--- src/rtl/amlc_pkg.sv ---
// shared constants and types of the four-line async modem line adapter
package amlc_pkg;
	localparam int NLINES = 4;

	typedef logic [3:0]       amlc_lines_type;
	typedef logic [3:0][7:0]  amlc_bytes_type;
	typedef logic [3:0][1:0]  amlc_errs_type;
	typedef logic [15:0]      amlc_word_type;
	typedef logic [7:0]       amlc_byte_type;

	// setup / select / reply word fields
	localparam int WD_PAY_HI = 15;
	localparam int WD_PAY_LO = 8;
	localparam int WD_SEL_HI = 7;
	localparam int WD_SEL_LO = 6;
	localparam int WD_ADR_HI = 5;
	localparam int WD_ADR_LO = 0;

	localparam logic [1:0] SEL_DATA = 2'h0;
	localparam logic [1:0] SEL_CTRL = 2'h1;
	localparam logic [1:0] SEL_STAT = 2'h1;

	// control byte bit positions
	localparam int CB_XMIT  = 7;
	localparam int CB_RECV  = 6;
	localparam int CB_ECHO  = 5;
	localparam int CB_TRDY  = 4;
	localparam int CB_RING  = 3;
	localparam int CB_CLINE = 2;
	localparam int CB_UNDR  = 1;
	localparam int CB_SPEED = 0;

	// status byte bit positions (bits 4 and 3 unused, read zero)
	localparam int SB_ILK  = 7;
	localparam int SB_CARR = 6;
	localparam int SB_CTS  = 5;
	localparam int SB_RING = 2;
	localparam int SB_CLIN = 1;
	localparam int SB_UNDR = 0;

	// line error type codes, carried as {a,b} in word bits 7:6
	localparam logic [1:0] ERR_FRAME = 2'h0;
	localparam logic [1:0] ERR_PAR   = 2'h1;
	localparam logic [1:0] ERR_OVF   = 2'h2;
	localparam logic [1:0] ERR_BOTH  = 2'h3;

	localparam logic [7:0]  CTL_RST = 8'h00;
	localparam logic [15:0] REP_RST = 16'h0000;

	typedef enum logic [1:0] {
		ST_IDLE = 2'b01,
		ST_WORD = 2'b10
	} amlc_seq_type;
endpackage

--- src/rtl/amlc_chg_if.sv ---
// change-detect carrier between the adapter and its edge detector
`timescale 1ns/10ps
interface amlc_chg_if;
	logic [3:0] level;
	logic [3:0] arm;
	logic [3:0] change;

	modport src (output level, output arm, input change);
	modport det (input level, input arm, output change);
endinterface

--- src/rtl/amlc_bitord.sv ---
// bit order reversal for mirror-image characters
`timescale 1ns/10ps
module amlc_bitord #(
	parameter int W = 8
) (
	// control
	input  wire logic         mirror,
	// data
	input  wire logic [W-1:0] data_in,
	output logic      [W-1:0] data_out
);
	always_comb begin
		for (int k = 0; k < W; k++) begin
			data_out[k] = mirror ? data_in[W-1-k] : data_in[k];
		end
	end
endmodule

--- src/rtl/amlc_chg_det.sv ---
// control-line-in change detector, quiet on the activating cycle
`timescale 1ns/10ps
module amlc_chg_det (
	// clock and reset
	input  wire logic ref_clk,
	input  wire logic rst_n,
	// carrier
	amlc_chg_if.det   chg_if
);
	typedef struct packed {
		logic [3:0] prev;
		logic [3:0] armed;
		logic [3:0] change;
	} amlc_det_type;

	amlc_det_type state_ff;
	amlc_det_type nxt_state;

	// a line only counts edges after a full cycle of being active, so the
	// level present when it is activated never reports
	always_comb begin
		nxt_state        = state_ff;
		nxt_state.prev   = chg_if.level;
		nxt_state.armed  = chg_if.arm;
		nxt_state.change = chg_if.arm & state_ff.armed & (chg_if.level ^ state_ff.prev);
	end

	always_ff @(posedge ref_clk or negedge rst_n) begin
		if (!rst_n) begin
			state_ff <= '0;
		end else begin
			state_ff <= nxt_state;
		end
	end

	assign chg_if.change = state_ff.change;
endmodule

--- src/rtl/amlc_line_adapter.sv ---
// four-line async modem line adapter: setup, status, requests, modem control
//
// Functional notes
// - line error type in bits 7:6: 00 framing, 01 parity, 10 overflow, 11 both
// - status byte: interlock, carrier, cts, zero, zero, ring, control-in, underflow
// - underflow bit when buffer and register empty; requests status if interrupt bit
// - control-in change requests status while active, never on activation
// - ring bit mirrors ring; requests status only with accept-ring and no transmit
// - cts, carrier, interlock mirror modem, never request; unused bits zero
// - setup command, control interrupt when free, setup word loads addressed line
// - setup word: payload 15-8, selector 7-6, address 5-0; 00 data, 01 control
// - normal mode sends word bit 8 first, short characters right justified
// - mirror mode sends word bit 15 first, short characters left justified
// - transmit raises rts, output requests once cts, breaks reported with carrier
// - receive enables input requests and error reports once carrier present
// - echo keeps rts, suppresses output requests, retransmits received characters
// - terminal-ready bit drives modem data-terminal-ready
// - accept-ring requests status on ring without transmit; sends breaks with transmit
// - control-line bit drives outgoing control line to modem
// - interrupt bit requests status on empty; host clears it afterwards
// - transmit cleared by reload keeps rts until output register drains
// - speed bit selects rate B; host leaves it alone while line active
// - read command, control interrupt, select word picks data or status reply
// - reply: selected byte 15-8, zeros at 7-6, line address 5-0
`timescale 1ns/10ps
module amlc_line_adapter (
	// clock and reset
	input  wire logic                    ref_clk,
	input  wire logic                    rst_n,
	// straps
	input  wire logic [3:0]              line_adapter_base,
	input  wire logic                    mirror_mode,
	input  wire logic                    echo_disable,
	// command and word exchange with the scan unit
	input  wire logic                    cmd_stb,
	input  wire logic                    cmd_read,
	output logic                         ctl_irq,
	input  wire logic                    word_stb,
	input  wire amlc_pkg::amlc_word_type word_in,
	output amlc_pkg::amlc_word_type      reply_word,
	output logic                         reply_valid,
	// service requests to the scan unit
	output amlc_pkg::amlc_lines_type     odr,
	output amlc_pkg::amlc_lines_type     idr,
	output amlc_pkg::amlc_lines_type     sir,
	output amlc_pkg::amlc_lines_type     lerr,
	output amlc_pkg::amlc_errs_type      lerr_type,
	// receiver/transmitter chips
	input  wire amlc_pkg::amlc_lines_type tx_buf_empty,
	input  wire amlc_pkg::amlc_lines_type tx_reg_empty,
	output amlc_pkg::amlc_lines_type     tx_load,
	output amlc_pkg::amlc_bytes_type     tx_data,
	input  wire amlc_pkg::amlc_lines_type rx_ready,
	input  wire amlc_pkg::amlc_bytes_type rx_data,
	input  wire amlc_pkg::amlc_lines_type rx_frame_err,
	input  wire amlc_pkg::amlc_lines_type rx_par_err,
	input  wire amlc_pkg::amlc_lines_type rx_ovr_err,
	output amlc_pkg::amlc_lines_type     rx_taken,
	output amlc_pkg::amlc_lines_type     send_break,
	output amlc_pkg::amlc_lines_type     speed_b,
	// modem lines
	input  wire amlc_pkg::amlc_lines_type modem_cts,
	input  wire amlc_pkg::amlc_lines_type modem_carrier,
	input  wire amlc_pkg::amlc_lines_type modem_interlock,
	input  wire amlc_pkg::amlc_lines_type modem_ring,
	input  wire amlc_pkg::amlc_lines_type modem_ctl_in,
	output amlc_pkg::amlc_lines_type     modem_rts,
	output amlc_pkg::amlc_lines_type     modem_dtr,
	output amlc_pkg::amlc_lines_type     modem_ctl_out
);
	import amlc_pkg::*;

	typedef struct packed {
		amlc_seq_type   seq;
		logic           rd_cmd;
		logic           ctl_irq;
		amlc_word_type  rep_word;
		logic           rep_valid;
		amlc_bytes_type ctl;
		amlc_lines_type hold;
		amlc_lines_type sir;
		amlc_lines_type idr;
		amlc_lines_type lerr;
		amlc_errs_type  err_type;
		amlc_bytes_type rx_byte;
		amlc_lines_type odr;
		amlc_lines_type tx_load;
		amlc_bytes_type tx_data;
		amlc_lines_type rx_taken;
		amlc_lines_type rts;
		amlc_lines_type dtr;
		amlc_lines_type ctl_out;
		amlc_lines_type speed_b;
		amlc_lines_type brk;
	} amlc_state_type;

	amlc_state_type state_ff;
	amlc_state_type nxt_state;

	amlc_chg_if     chg_bus ();
	amlc_byte_type  tx_ordered;
	amlc_bytes_type rx_ordered;
	amlc_bytes_type stat_byte;

	logic [1:0]     word_sel;
	logic [1:0]     word_line;
	logic           word_hit;
	logic           word_take;

	assign word_sel  = word_in[WD_SEL_HI:WD_SEL_LO];
	assign word_line = word_in[WD_ADR_LO+1:WD_ADR_LO];
	assign word_hit  = (word_in[WD_ADR_HI:WD_ADR_LO+2] == line_adapter_base);
	assign word_take = word_stb && (state_ff.seq == ST_WORD) && word_hit;

	// payload reordering toward the chip, which always shifts its bit 0 first
	amlc_bitord #(
		.W        (8)
	) u_tx_ord (
		.mirror   (mirror_mode),
		.data_in  (word_in[WD_PAY_HI:WD_PAY_LO]),
		.data_out (tx_ordered)
	);

	for (genvar g = 0; g < NLINES; g++) begin : g_line
		amlc_bitord #(
			.W        (8)
		) u_rx_ord (
			.mirror   (mirror_mode),
			.data_in  (rx_data[g]),
			.data_out (rx_ordered[g])
		);

		always_comb begin
			stat_byte[g]          = 8'h00;
			stat_byte[g][SB_ILK]  = modem_interlock[g];
			stat_byte[g][SB_CARR] = modem_carrier[g];
			stat_byte[g][SB_CTS]  = modem_cts[g];
			stat_byte[g][SB_RING] = modem_ring[g];
			stat_byte[g][SB_CLIN] = modem_ctl_in[g];
			stat_byte[g][SB_UNDR] = tx_buf_empty[g] & tx_reg_empty[g];
		end

		assign chg_bus.level[g] = modem_ctl_in[g];
		assign chg_bus.arm[g]   = state_ff.ctl[g][CB_XMIT] | state_ff.ctl[g][CB_RECV];
	end

	amlc_chg_det u_chg (
		.ref_clk (ref_clk),
		.rst_n   (rst_n),
		.chg_if  (chg_bus)
	);

	always_comb begin
		logic           xmit;
		logic           echo;
		logic           rx_ok;
		logic           set_sir;
		logic           clr_sir;
		logic           clr_rx;
		logic [1:0]     etype;
		xmit    = 1'b0;
		echo    = 1'b0;
		rx_ok   = 1'b0;
		set_sir = 1'b0;
		clr_sir = 1'b0;
		clr_rx  = 1'b0;
		etype   = ERR_FRAME;

		nxt_state           = state_ff;
		nxt_state.ctl_irq   = 1'b0;
		nxt_state.rep_valid = 1'b0;
		nxt_state.tx_load   = '0;
		nxt_state.rx_taken  = '0;

		// command sequencing: interrupt once free, then one word
		case (state_ff.seq)
			ST_IDLE: begin
				if (cmd_stb) begin
					nxt_state.ctl_irq = 1'b1;
					nxt_state.rd_cmd  = cmd_read;
					nxt_state.seq     = ST_WORD;
				end
			end
			ST_WORD: begin
				if (word_stb) begin
					nxt_state.seq = ST_IDLE;
				end
				if (word_take && state_ff.rd_cmd) begin
					nxt_state.rep_valid = 1'b1;
					nxt_state.rep_word  = {((word_sel == SEL_STAT) ? stat_byte[word_line]
						: state_ff.rx_byte[word_line]), 2'b00, word_in[WD_ADR_HI:WD_ADR_LO]};
				end
			end
			default: begin
				nxt_state.seq = ST_IDLE;
			end
		endcase

		for (int l = 0; l < NLINES; l++) begin
			// setup word for this line
			if (word_take && !state_ff.rd_cmd && (word_line == 2'(l))) begin
				if (word_sel == SEL_DATA) begin
					nxt_state.tx_load[l] = 1'b1;
					nxt_state.tx_data[l] = tx_ordered;
				end else if (word_sel == SEL_CTRL) begin
					nxt_state.ctl[l] = word_in[WD_PAY_HI:WD_PAY_LO];
					// transmit dropped with a character still shifting
					if (state_ff.ctl[l][CB_XMIT] && !word_in[WD_PAY_LO + CB_XMIT]
							&& !tx_reg_empty[l]) begin
						nxt_state.hold[l] = 1'b1;
					end
				end
			end
			if (tx_reg_empty[l]) begin
				nxt_state.hold[l] = 1'b0;
			end

			xmit  = state_ff.ctl[l][CB_XMIT];
			echo  = state_ff.ctl[l][CB_ECHO];
			rx_ok = rx_ready[l] && state_ff.ctl[l][CB_RECV] && modem_carrier[l];

			// received character: capture, request, error report, echo
			if (rx_ok) begin
				nxt_state.rx_taken[l] = 1'b1;
				nxt_state.rx_byte[l]  = rx_ordered[l];
				nxt_state.idr[l]      = 1'b1;
				if (rx_par_err[l] || rx_ovr_err[l]) begin
					etype = {rx_ovr_err[l], rx_par_err[l]};
				end else begin
					etype = ERR_FRAME;
				end
				// breaks show up as framing errors and only with carrier
				if (rx_frame_err[l] || rx_par_err[l] || rx_ovr_err[l]) begin
					nxt_state.lerr[l]     = 1'b1;
					nxt_state.err_type[l] = etype;
				end
				// echo shares the chip path; a host data load the same cycle wins
				if (echo && !echo_disable && !nxt_state.tx_load[l]) begin
					nxt_state.tx_load[l] = 1'b1;
					nxt_state.tx_data[l] = rx_data[l];
				end
			end

			// data read clears input request and error; a new one wins
			clr_rx = word_take && state_ff.rd_cmd && (word_sel == SEL_DATA)
				&& (word_line == 2'(l));
			if (clr_rx && !rx_ok) begin
				nxt_state.idr[l]  = 1'b0;
				nxt_state.lerr[l] = 1'b0;
			end

			// status-change requests
			set_sir = (state_ff.ctl[l][CB_UNDR] && tx_buf_empty[l] && tx_reg_empty[l])
				|| (state_ff.ctl[l][CB_RING] && !xmit && modem_ring[l])
				|| chg_bus.change[l];
			clr_sir = word_take && state_ff.rd_cmd && (word_sel == SEL_STAT)
				&& (word_line == 2'(l));
			nxt_state.sir[l] = (state_ff.sir[l] && !clr_sir) || set_sir;

			// output data request, held off while echo owns the transmitter
			nxt_state.odr[l] = xmit && !echo && modem_cts[l] && tx_buf_empty[l]
				&& !nxt_state.tx_load[l];

			// modem and chip controls follow the control byte now in force
			nxt_state.rts[l]     = nxt_state.ctl[l][CB_XMIT] | nxt_state.ctl[l][CB_ECHO]
				| nxt_state.hold[l];
			nxt_state.dtr[l]     = nxt_state.ctl[l][CB_TRDY];
			nxt_state.ctl_out[l] = nxt_state.ctl[l][CB_CLINE];
			nxt_state.speed_b[l] = nxt_state.ctl[l][CB_SPEED];
			nxt_state.brk[l]     = nxt_state.ctl[l][CB_XMIT] & nxt_state.ctl[l][CB_RING];
		end
	end

	always_ff @(posedge ref_clk or negedge rst_n) begin
		if (!rst_n) begin
			state_ff          <= '0;
			state_ff.seq      <= ST_IDLE;
			state_ff.rep_word <= REP_RST;
			state_ff.ctl      <= {NLINES{CTL_RST}};
		end else begin
			state_ff <= nxt_state;
		end
	end

	assign ctl_irq       = state_ff.ctl_irq;
	assign reply_word    = state_ff.rep_word;
	assign reply_valid   = state_ff.rep_valid;
	assign odr           = state_ff.odr;
	assign idr           = state_ff.idr;
	assign sir           = state_ff.sir;
	assign lerr          = state_ff.lerr;
	assign lerr_type     = state_ff.err_type;
	assign tx_load       = state_ff.tx_load;
	assign tx_data       = state_ff.tx_data;
	assign rx_taken      = state_ff.rx_taken;
	assign send_break    = state_ff.brk;
	assign speed_b       = state_ff.speed_b;
	assign modem_rts     = state_ff.rts;
	assign modem_dtr     = state_ff.dtr;
	assign modem_ctl_out = state_ff.ctl_out;
endmodule

--- config.mk ---
export PLATFORM = sky130hd
export DESIGN_NAME = amlc_line_adapter
export DESIGN_NICKNAME = d
export VERILOG_FILES = /design/src/rtl/amlc_pkg.sv /design/src/rtl/amlc_chg_if.sv /design/src/rtl/amlc_bitord.sv /design/src/rtl/amlc_chg_det.sv /design/src/rtl/amlc_line_adapter.sv
export SDC_FILE = /design/constraint.sdc
export NUM_CORES = 1
export LEC_CHECK = 0
export BUFFER_PORTS_ARGS = -buffer_cell sky130_fd_sc_hd__buf_4
export CORE_MARGIN = 2
export CORE_UTILIZATION = 50
export DETAILED_ROUTE_END_ITERATION = 10
export PLACE_DENSITY = 0.75
export SLEW_MARGIN = 20
export SYNTH_ARGS = -nofsm -noshare
export SYNTH_HDL_FRONTEND = slang
export SYNTH_SLANG_ARGS = --single-unit
--- constraint.sdc ---
create_clock -name ref_clk -period 2.44 [get_ports ref_clk]
set_input_delay 0.122 -clock ref_clk [delete_from_list [all_inputs] [get_ports ref_clk]]
set_output_delay 0.122 -clock ref_clk [all_outputs]
set_load 0.005 [all_outputs]
# Yosys cells after proc, flatten, opt, wreduce, memory -nomap -nowiden
# Index checks and enable logic that the tools add are counted.
[totals]
out_inout_bits = 102
reg_bits = 183
in_bits = 103
[op_classes]
reduce_logical = 162
mux = 140
n_lt_le_gt_ge = 1
n_eq_ne = 9
n_bitwise = 24
[ops]
columns = ["operator", "n"]
rows = [
  ["two-way mux 8 bit", 31],
  ["two-way mux 1 bit", 100],
  ["logical AND 1 bit", 82],
  ["binary-select mux 8 bit (select 2 bit)", 2],
  ["zero test 1 bit", 31],
  ["logical OR 1 bit", 24],
  ["AND reduction 2 bit", 11],
  ["nonzero test 2 bit", 8],
  ["OR 1 bit", 12],
  ["AND reduction 3 bit", 4],
  ["two-way mux 2 bit", 5],
  ["AND 1 bit", 8],
  ["AND 4 bit", 2],
  ["equality test 2 x 1 -> 1 bit (second input constant)", 3],
  ["equality test 2 bit (second input constant)", 3],
  ["equality test 4 bit", 1],
  ["zero test 2 bit", 2],
  ["two-way mux 4 bit", 1],
  ["!= test 2 bit (second input constant)", 2],
  ["case mux 2 bit (2 select lines)", 1],
  ["XOR 4 bit", 1],
  ["< comparator 2 x 3 -> 1 bit (second input constant)", 1],
  ["inverter 1 bit", 1],
]

# Logic depth before layout (Yosys ltp)
# Gate-level depths: netlist (run 1).
[depth]
depth_word = 12
depth_mapped = 7
ltp_nobuf = 4

# Cells and area by module
# From an unflattened synthesis (run 1), not the netlist that was laid out.
[unflattened]
hier_cells = 755
area_unflattened_um2 = 8958.6
[by_module_without_submodules]
columns = ["mod", "cells_per_inst", "instances", "area_each_um2"]
rows = [
  ["amlc_line_adapter", 686, 1, 7911.3],
  ["amlc_bitord", 9, 5, 131.4],
  ["amlc_chg_det", 24, 1, 390.4],
]

# Worst setup path before layout (run 1)
# No wires, ideal clock.
[synth_path]
path_type = "input port to flip-flop"
start = "input port line_adapter_base[0]"
end = "register state_ff (netlist bit modem_ctl_out[1])"
n_path_buf = 2
required_time_ns = 2.315
path_slack_ns = 0.566
t_arrival_ns = 1.749
path_stages = 6
cell_sequence = "xor2_1 > or3_1 > buf_2 > or4_4 > buf_6 > mux2_4"
[synth_between]
elab_chain_len = 5
[synth_rtl]
columns = ["element", "line_no", "rtl"]
rows = [
  ["start: declaration", "amlc_line_adapter.sv:31", "input wire logic [3:0] line_adapter_base,"],
  ["equality test 4 bit", "amlc_line_adapter.sv:112", "assign word_hit = (word_in[WD_ADR_HI:WD_ADR_LO+2] == line_adapter_base);"],
  ["logical AND 1 bit", "amlc_line_adapter.sv:113", "assign word_take = word_stb && (state_ff.seq == ST_WORD) && word_hit;"],
  ["logical AND 1 bit (2 in series)", "amlc_line_adapter.sv:201", "if (word_take && !state_ff.rd_cmd && (word_line == 2'(l))) begin"],
  ["two-way mux 8 bit", "amlc_line_adapter.sv:201", ""],
  ["end signal: assignment", "amlc_line_adapter.sv:281", "state_ff <= nxt_state;"],
  ["end: declaration", "amlc_line_adapter.sv:97", "amlc_state_type state_ff;"],
]
# No other way between the ends.
# A chain may end at the register's enable or synchronous reset.

==> out/qor.yml, run 1 <==
initial_utilization: 0.513
dr.pass1.iters: 5
clk_latency_ps: 430
min_path_type: "input pin to register"
ys_seq_area_frac: 0.479
setup_ws_ps: 20.6
start_kind: "input pin"
ff_latch_area_mm2: 0.00428
r2r_setup_slack_ps: 280
clock_skew_ps: 7.64
htreeDepth: 4
ios: 205
synth_flop_cell: "dfrtp_1"
grt_pass1_wl_um: 39200
postSynthAreaPerCell_um2: 10.9
wl_per_cell_um: 21.0
syn-cell-area_mm2: 0.00894
place_ws_ps: 443
synth-edff-count: 0
dpl.hpwl_um: 18700
fillerInstances: 1367
clk_pin_slew_ps: 60
grt_max_degree: 57
place_area_mm2: 0.0101
path_max_fanout: 12
die_area_mm2: 0.0190
critical_path_class: "input pin to register"
min_period_ps: 2420
area_delta_synth_final_pct: 26.8
final_cell_area_mm2: 0.0113
nets: 1102
tightest_slew_ps: 667
drc_errors: 0
gp_congestion: 0.917
first_iter_violations: 582
tritoncts.num_buffers: 17
syn-instance-count: 823
ant_nets: 0
clock_sinks: 171
synth_top_cell_area_share: 0.476
hold_slack_ps: 18.7
grt_overflow: 0
fp.dieW_um: 138
tritoncts: "yes"
async_flop_share: 1.00
dpl.cell_count: 1141
finalSetupTns_ps: 0
clock_path_buffers: 2
cap_violations: 0
period_share: 0.992
rsz0062_at_grt: "no"
finalNonFillerCells: 1236
synth_common_cells: "dfrtp_1, buf_4, nand2_1, o21ai_0, mux2i_1"
outcome: "complete, no violations"
route.vias.total: 7189
synth.top_cells.by_area: "dfrtp_1, buf_4, mux2i_1"
antenna_cells: 0
antenna_found_initial: 0
portBuffers: 202
synth_cell_types: 55
cts_setup_buffers: 0
vias_per_cell: 5.82
leakagePower_nw: 5.57
first_global_vias: 6943
setup_violations: 0
coreArea_mm2: 0.0174
powerDensity_mw_per_mm2: 583
ir_drop_v: 0.000500
row_count: 48
root_buffer: "clkbuf_16"
crit_arrival_ps: 2730
ys_seq_elements: 171
die_h_um: 138
critPathRequiredTime_ps: 2750
routed_wl_um: 26000
synth.most_common_cell: "dfrtp_1"
slew_headroom: 0.554
multi_input_area_mm2: 0.00371
yosysWarnings: 0
slew_violations: 0
grtUsageTotal: 0.278
layout-drive-gt1-share: 0.346
hold_violations: 0
synth_top_cell_by_area: "dfrtp_1"
crit_path_end_kind: "register"
fmax_mhz: 413
==> kinds of logic (layout without fill, tap and decap cells) <==
group,count (synthesis),count (layout),synth area share
other,1,2,0.000419
DFF,171,171,0.479
muxes,103,103,0.143
AOI/OAI and AO/OA,175,175,0.135
buffers and inverters,153,340,0.108
xor gates and xnor gates,9,9,0.00882
and+or+nand+nor,211,211,0.126
==> per-stage QoR <==
stage | total power, mW | utilization
3_3_place_gp | 3.82 | 0.580
5_1_grt | 6.82 | 0.651
4_1_cts | 6.61 | 0.650
2_1_floorplan | 3.44 | -
3_5_place_dp | 3.84 | 0.580
6_report | 6.60 | 0.651
==> state kept, by name, summed over array words and instances, names as in the netlist, 8 cells and up <==
| signal | cells |
|---|---|
| u_chg.state_ff | 8 |
| state_ff | 62 |
| tx_data | 32 |
| lerr_type | 8 |
| reply_word | 14 |
==> critical path, cell delays in order <==
cell	delay [ps]
dlygate4sd3_1	550
buf_4	150
xor2_1	200
or3_1	420
buf_4	220
o41ai_2	390
nand3_1	110
dlygate4sd3_1	570
==> power by group <==
group / leakage (nW) / internal (mW) / total (mW) / switching, mW
clock: 0.274 / 1.58 / 2.72 / 1.13
combinational: 2.94 / 0.429 / 0.883 / 0.454
sequential: 2.36 / 2.94 / 3.00 / 0.0695
total: 5.57 / 4.95 / 6.60 / 1.66
==> final timing paths <==
path / cells past startpoint / to / startpoint
worst min register to register: 2 / state_ff[92]$_DFFE_PN0P_ / state_ff[92]$_DFFE_PN0P_
worst max-delay path: 8 / sir[3]$_DFF_PN0_ / word_in[5]
worst min-delay path: 2 / tx_data[8]$_DFF_PN0_ / rx_data[8]
max in group asynchronous: 3 / state_ff[171]$_DFFE_PN1P_ / rst_n
min in group asynchronous: 2 / state_ff[148]$_DFFE_PN0P_ / rst_n
worst max register to register: 6 / sir[3]$_DFF_PN0_ / state_ff[172]$_DFFE_PN0P_
==> cells in the final DEF (no fill, tap or decap), types with 25 or more instances in the layout <==
cell | netlist | routed
nand2_1 | 69 | 69
mux2_2 | 36 | 36
buf_4 | 101 | 233
mux2i_1 | 46 | 46
nand4_1 | 33 | 33
nor2_1 | 31 | 30
dlygate4sd3_1 | 0 | 64
o21ai_0 | 67 | 67
dfrtp_1 | 170 | 170
a2bb2oi_1 | 25 | 25
==> routing by layer <==
metal  GRT usage  part of all wire  vias up
li1            -                 -     3251
met1       0.387              0.43     3532
met2       0.438              0.47      359
met3      0.0603             0.080       47
met4      0.0884             0.023        0
met5           0                 0        -
==> timing repair <==
item / 4_1_cts / 5_1_grt
endpoints found under the hold margin: 125 / 1
resized for setup: 0 / 1
setup endpoints to repair: 0 / 1
hold buffers: 63 / 1
==> area by class of cell <==
class                           count  area share
Inverter                            9     0.00298
Timing Repair Buffer              300       0.215
Sequential cell                   171       0.378
Clock buffer                       21      0.0415
Multi-Input combinational cell    500       0.327
Tap cell                          225      0.0248
Clock inverter                     10      0.0103
Note: power is estimated with default switching activity, not from simulation.
==> run 2, diff against run 1 <==
--- a/config.mk
+++ b/config.mk
@@ -6,6 +6,7 @@
 export NUM_CORES = 1
 export LEC_CHECK = 0
 export BUFFER_PORTS_ARGS = -buffer_cell sky130_fd_sc_hd__buf_4
+export CORE_ASPECT_RATIO = 0.75
 export CORE_MARGIN = 2
 export CORE_UTILIZATION = 50
 export DETAILED_ROUTE_END_ITERATION = 10
==> out/qor.yml, run 2 (synthesized netlist as in run 1, its figures left out) <==
outcome: "complete, no violations"
slowest_delay_ps: 590  # +20 ps
critPathRequiredTime_ps: 2750  # about the same
ir_drop_v: 0.000453  # -9.3%
die_h_um: 120  # -13%
min_path_cells: 3  # +1
initial_utilization: 0.508  # -0.00547
path_cells: "dlygate4sd3_1 -> buf_4 -> xor2_1 -> or3_4 -> buf_8 -> o41ai_2 -> nand3_1 -> dlygate4sd3_1"
largest_reg_flops: 62  # unchanged
ff2ff_path_depth: 6  # unchanged
antenna_found_initial: 0  # unchanged
cp_slowest_cell: "dlygate4sd3_1"
dpl.hpwl_um: 19000  # +1.5%
path_max_fanout: 23  # +11
finalSetupTns_ps: 0  # unchanged
crit_arrival_ps: 2740  # about the same
leakagePower_nw: 5.59  # +0.41%
first_iter_violations: 803  # +38%
htreeDepth: 4  # unchanged
antenna_cells: 0  # unchanged
grtUsageTotal: 0.280  # +0.00144
min_to: "odr[1]$_DFF_PN0_"
r2r-start: "state_ff[172]$_DFFE_PN0P_"
root_buffer: "clkbuf_16"
hp-start: "modem_cts[1]"
slew_violations: 0  # unchanged
fmax_mhz: 412  # -0.33%
crit_path_end_kind: "register"
reg2reg_to: "sir[3]$_DFF_PN0_"
setup_ws_ps: 12.6  # -7.98 ps
final_common_cell: "buf_4"
gp_congestion: 0.900  # -1.8%
row_count: 42  # -13%
wl_per_cell_um: 20.7  # -1.5%
clk_pin_slew_ps: 70  # about the same
place_ws_ps: 448  # +4.58 ps
hold_violations: 0  # unchanged
tritoncts: "yes"
first_global_vias: 6987  # +0.63%
portBuffers: 202  # unchanged
finalNonFillerCells: 1256  # +1.6%
vias_per_cell: 5.72  # -1.6%
routed_wl_um: 26000  # about the same
critical_path_class: "input pin to register"
period_share: 0.995  # +0.00327
rsz0062_at_grt: "no"
area_delta_synth_final_pct: 27.6
route.vias.total: 7187  # -0.028%
drc_errors: 0  # unchanged
die_area_mm2: 0.0190  # about the same
coreArea_mm2: 0.0176  # +1.1%
layout-drive-gt1-share: 0.349  # +0.00292
tightest_slew_ps: 644  # -22.3 ps
dpl.cell_count: 1160  # +1.7%
ant_nets: 0  # unchanged
ios: 205  # unchanged
nets: 1104  # +0.18%
start_kind: "input pin"
fin_util: 0.648  # -0.00296
clk_latency_ps: 430  # about the same
tritoncts.num_buffers: 17  # unchanged
grt_overflow: 0  # unchanged
powerDensity_mw_per_mm2: 586  # +0.59%
clock_path_buffers: 2  # unchanged
r2r_setup_slack_ps: 270  # about the same
clock_sinks: 171  # unchanged
hold_slack_ps: 5.07  # -13.6 ps
setup_violations: 0  # unchanged
dr.pass1.iters: 5  # unchanged
grt_pass1_wl_um: 39600  # +0.93%
layout_common_cells: "buf_4, dfrtp_1, nand2_1"
cpMostUsedCell: "dlygate4sd3_1"
grt_max_degree: 66  # +16%
fillerInstances: 1373  # +0.44%
min_period_ps: 2430  # +7.98 ps
fp.dieW_um: 158  # +15%
min_path_type: "input pin to register"
slew_headroom: 0.569  # +0.0146
cap_violations: 0  # unchanged
clock_skew_ps: 8.32  # +0.684 ps
top_register: "state_ff"
==> run 2: layout make-up <==
type	instances	area, um^2	area share
Inverter	9	33.8	0.00296
Sequential cell	171	4280	0.375
Clock inverter	13	168	0.0147
Tap cell	242	303	0.0265
Clock buffer	19	433	0.0380
Multi-Input combinational cell	500	3720	0.326
Timing Repair Buffer	302	2460	0.216
==> run 2: worst max path at each step <==
stage,from,endpoint,slack [ps],cells past startpoint
floorplan,line_adapter_base[0],modem_ctl_out[1]$_DFFE_PN0P_,570,6
global placement,line_adapter_base[0],modem_dtr[1]$_DFFE_PN0P_,450,5
detailed placement,line_adapter_base[0],state_ff[134]$_DFFE_PN0P_,450,5
CTS,word_in[2],sir[3]$_DFF_PN0_,30,8
global route,word_in[2],sir[3]$_DFF_PN0_,20,8
finish,word_in[2],sir[3]$_DFF_PN0_,10,8
==> run 2: critical path, delay by kind of cell <==
family,cells,cell delay (ps)
buffers and inverters,4,1470
AND/OR/NAND/NOR,2,580
AO/OA/AOI/OAI,1,380
XOR/XNOR,1,180
==> run 2: power breakdown <==
group          switching [mW]  internal (mW)  total, mW
logic                   0.458          0.438      0.896
clock network            1.16           1.62       2.78
registers              0.0705           2.93       3.01
==> run 2: metrics by stage <==
step	cell area, um^2	power, mW
floorplan	8940	3.44
global placement	10100	3.83
detailed placement	10100	3.84
CTS	11400	6.68
global route	11400	6.92
finish	11400	6.68
==> run 2: what timing repair did <==
item,4_1_cts,5_1_grt
resized for setup,0,5
endpoints found under the hold margin,133,0
hold buffers,64,0
endpoints found under the setup margin,0,2
buffers inserted,0,0
==> run 2: routing by layer <==
metal | up-vias | GRT usage | share of wire
met5 | - | 0 | 0
met4 | 0 | 0.0833 | 0.019
met3 | 34 | 0.0618 | 0.083
met2 | 319 | 0.411 | 0.45
met1 | 3585 | 0.417 | 0.45
li1 | 3249 | - | -
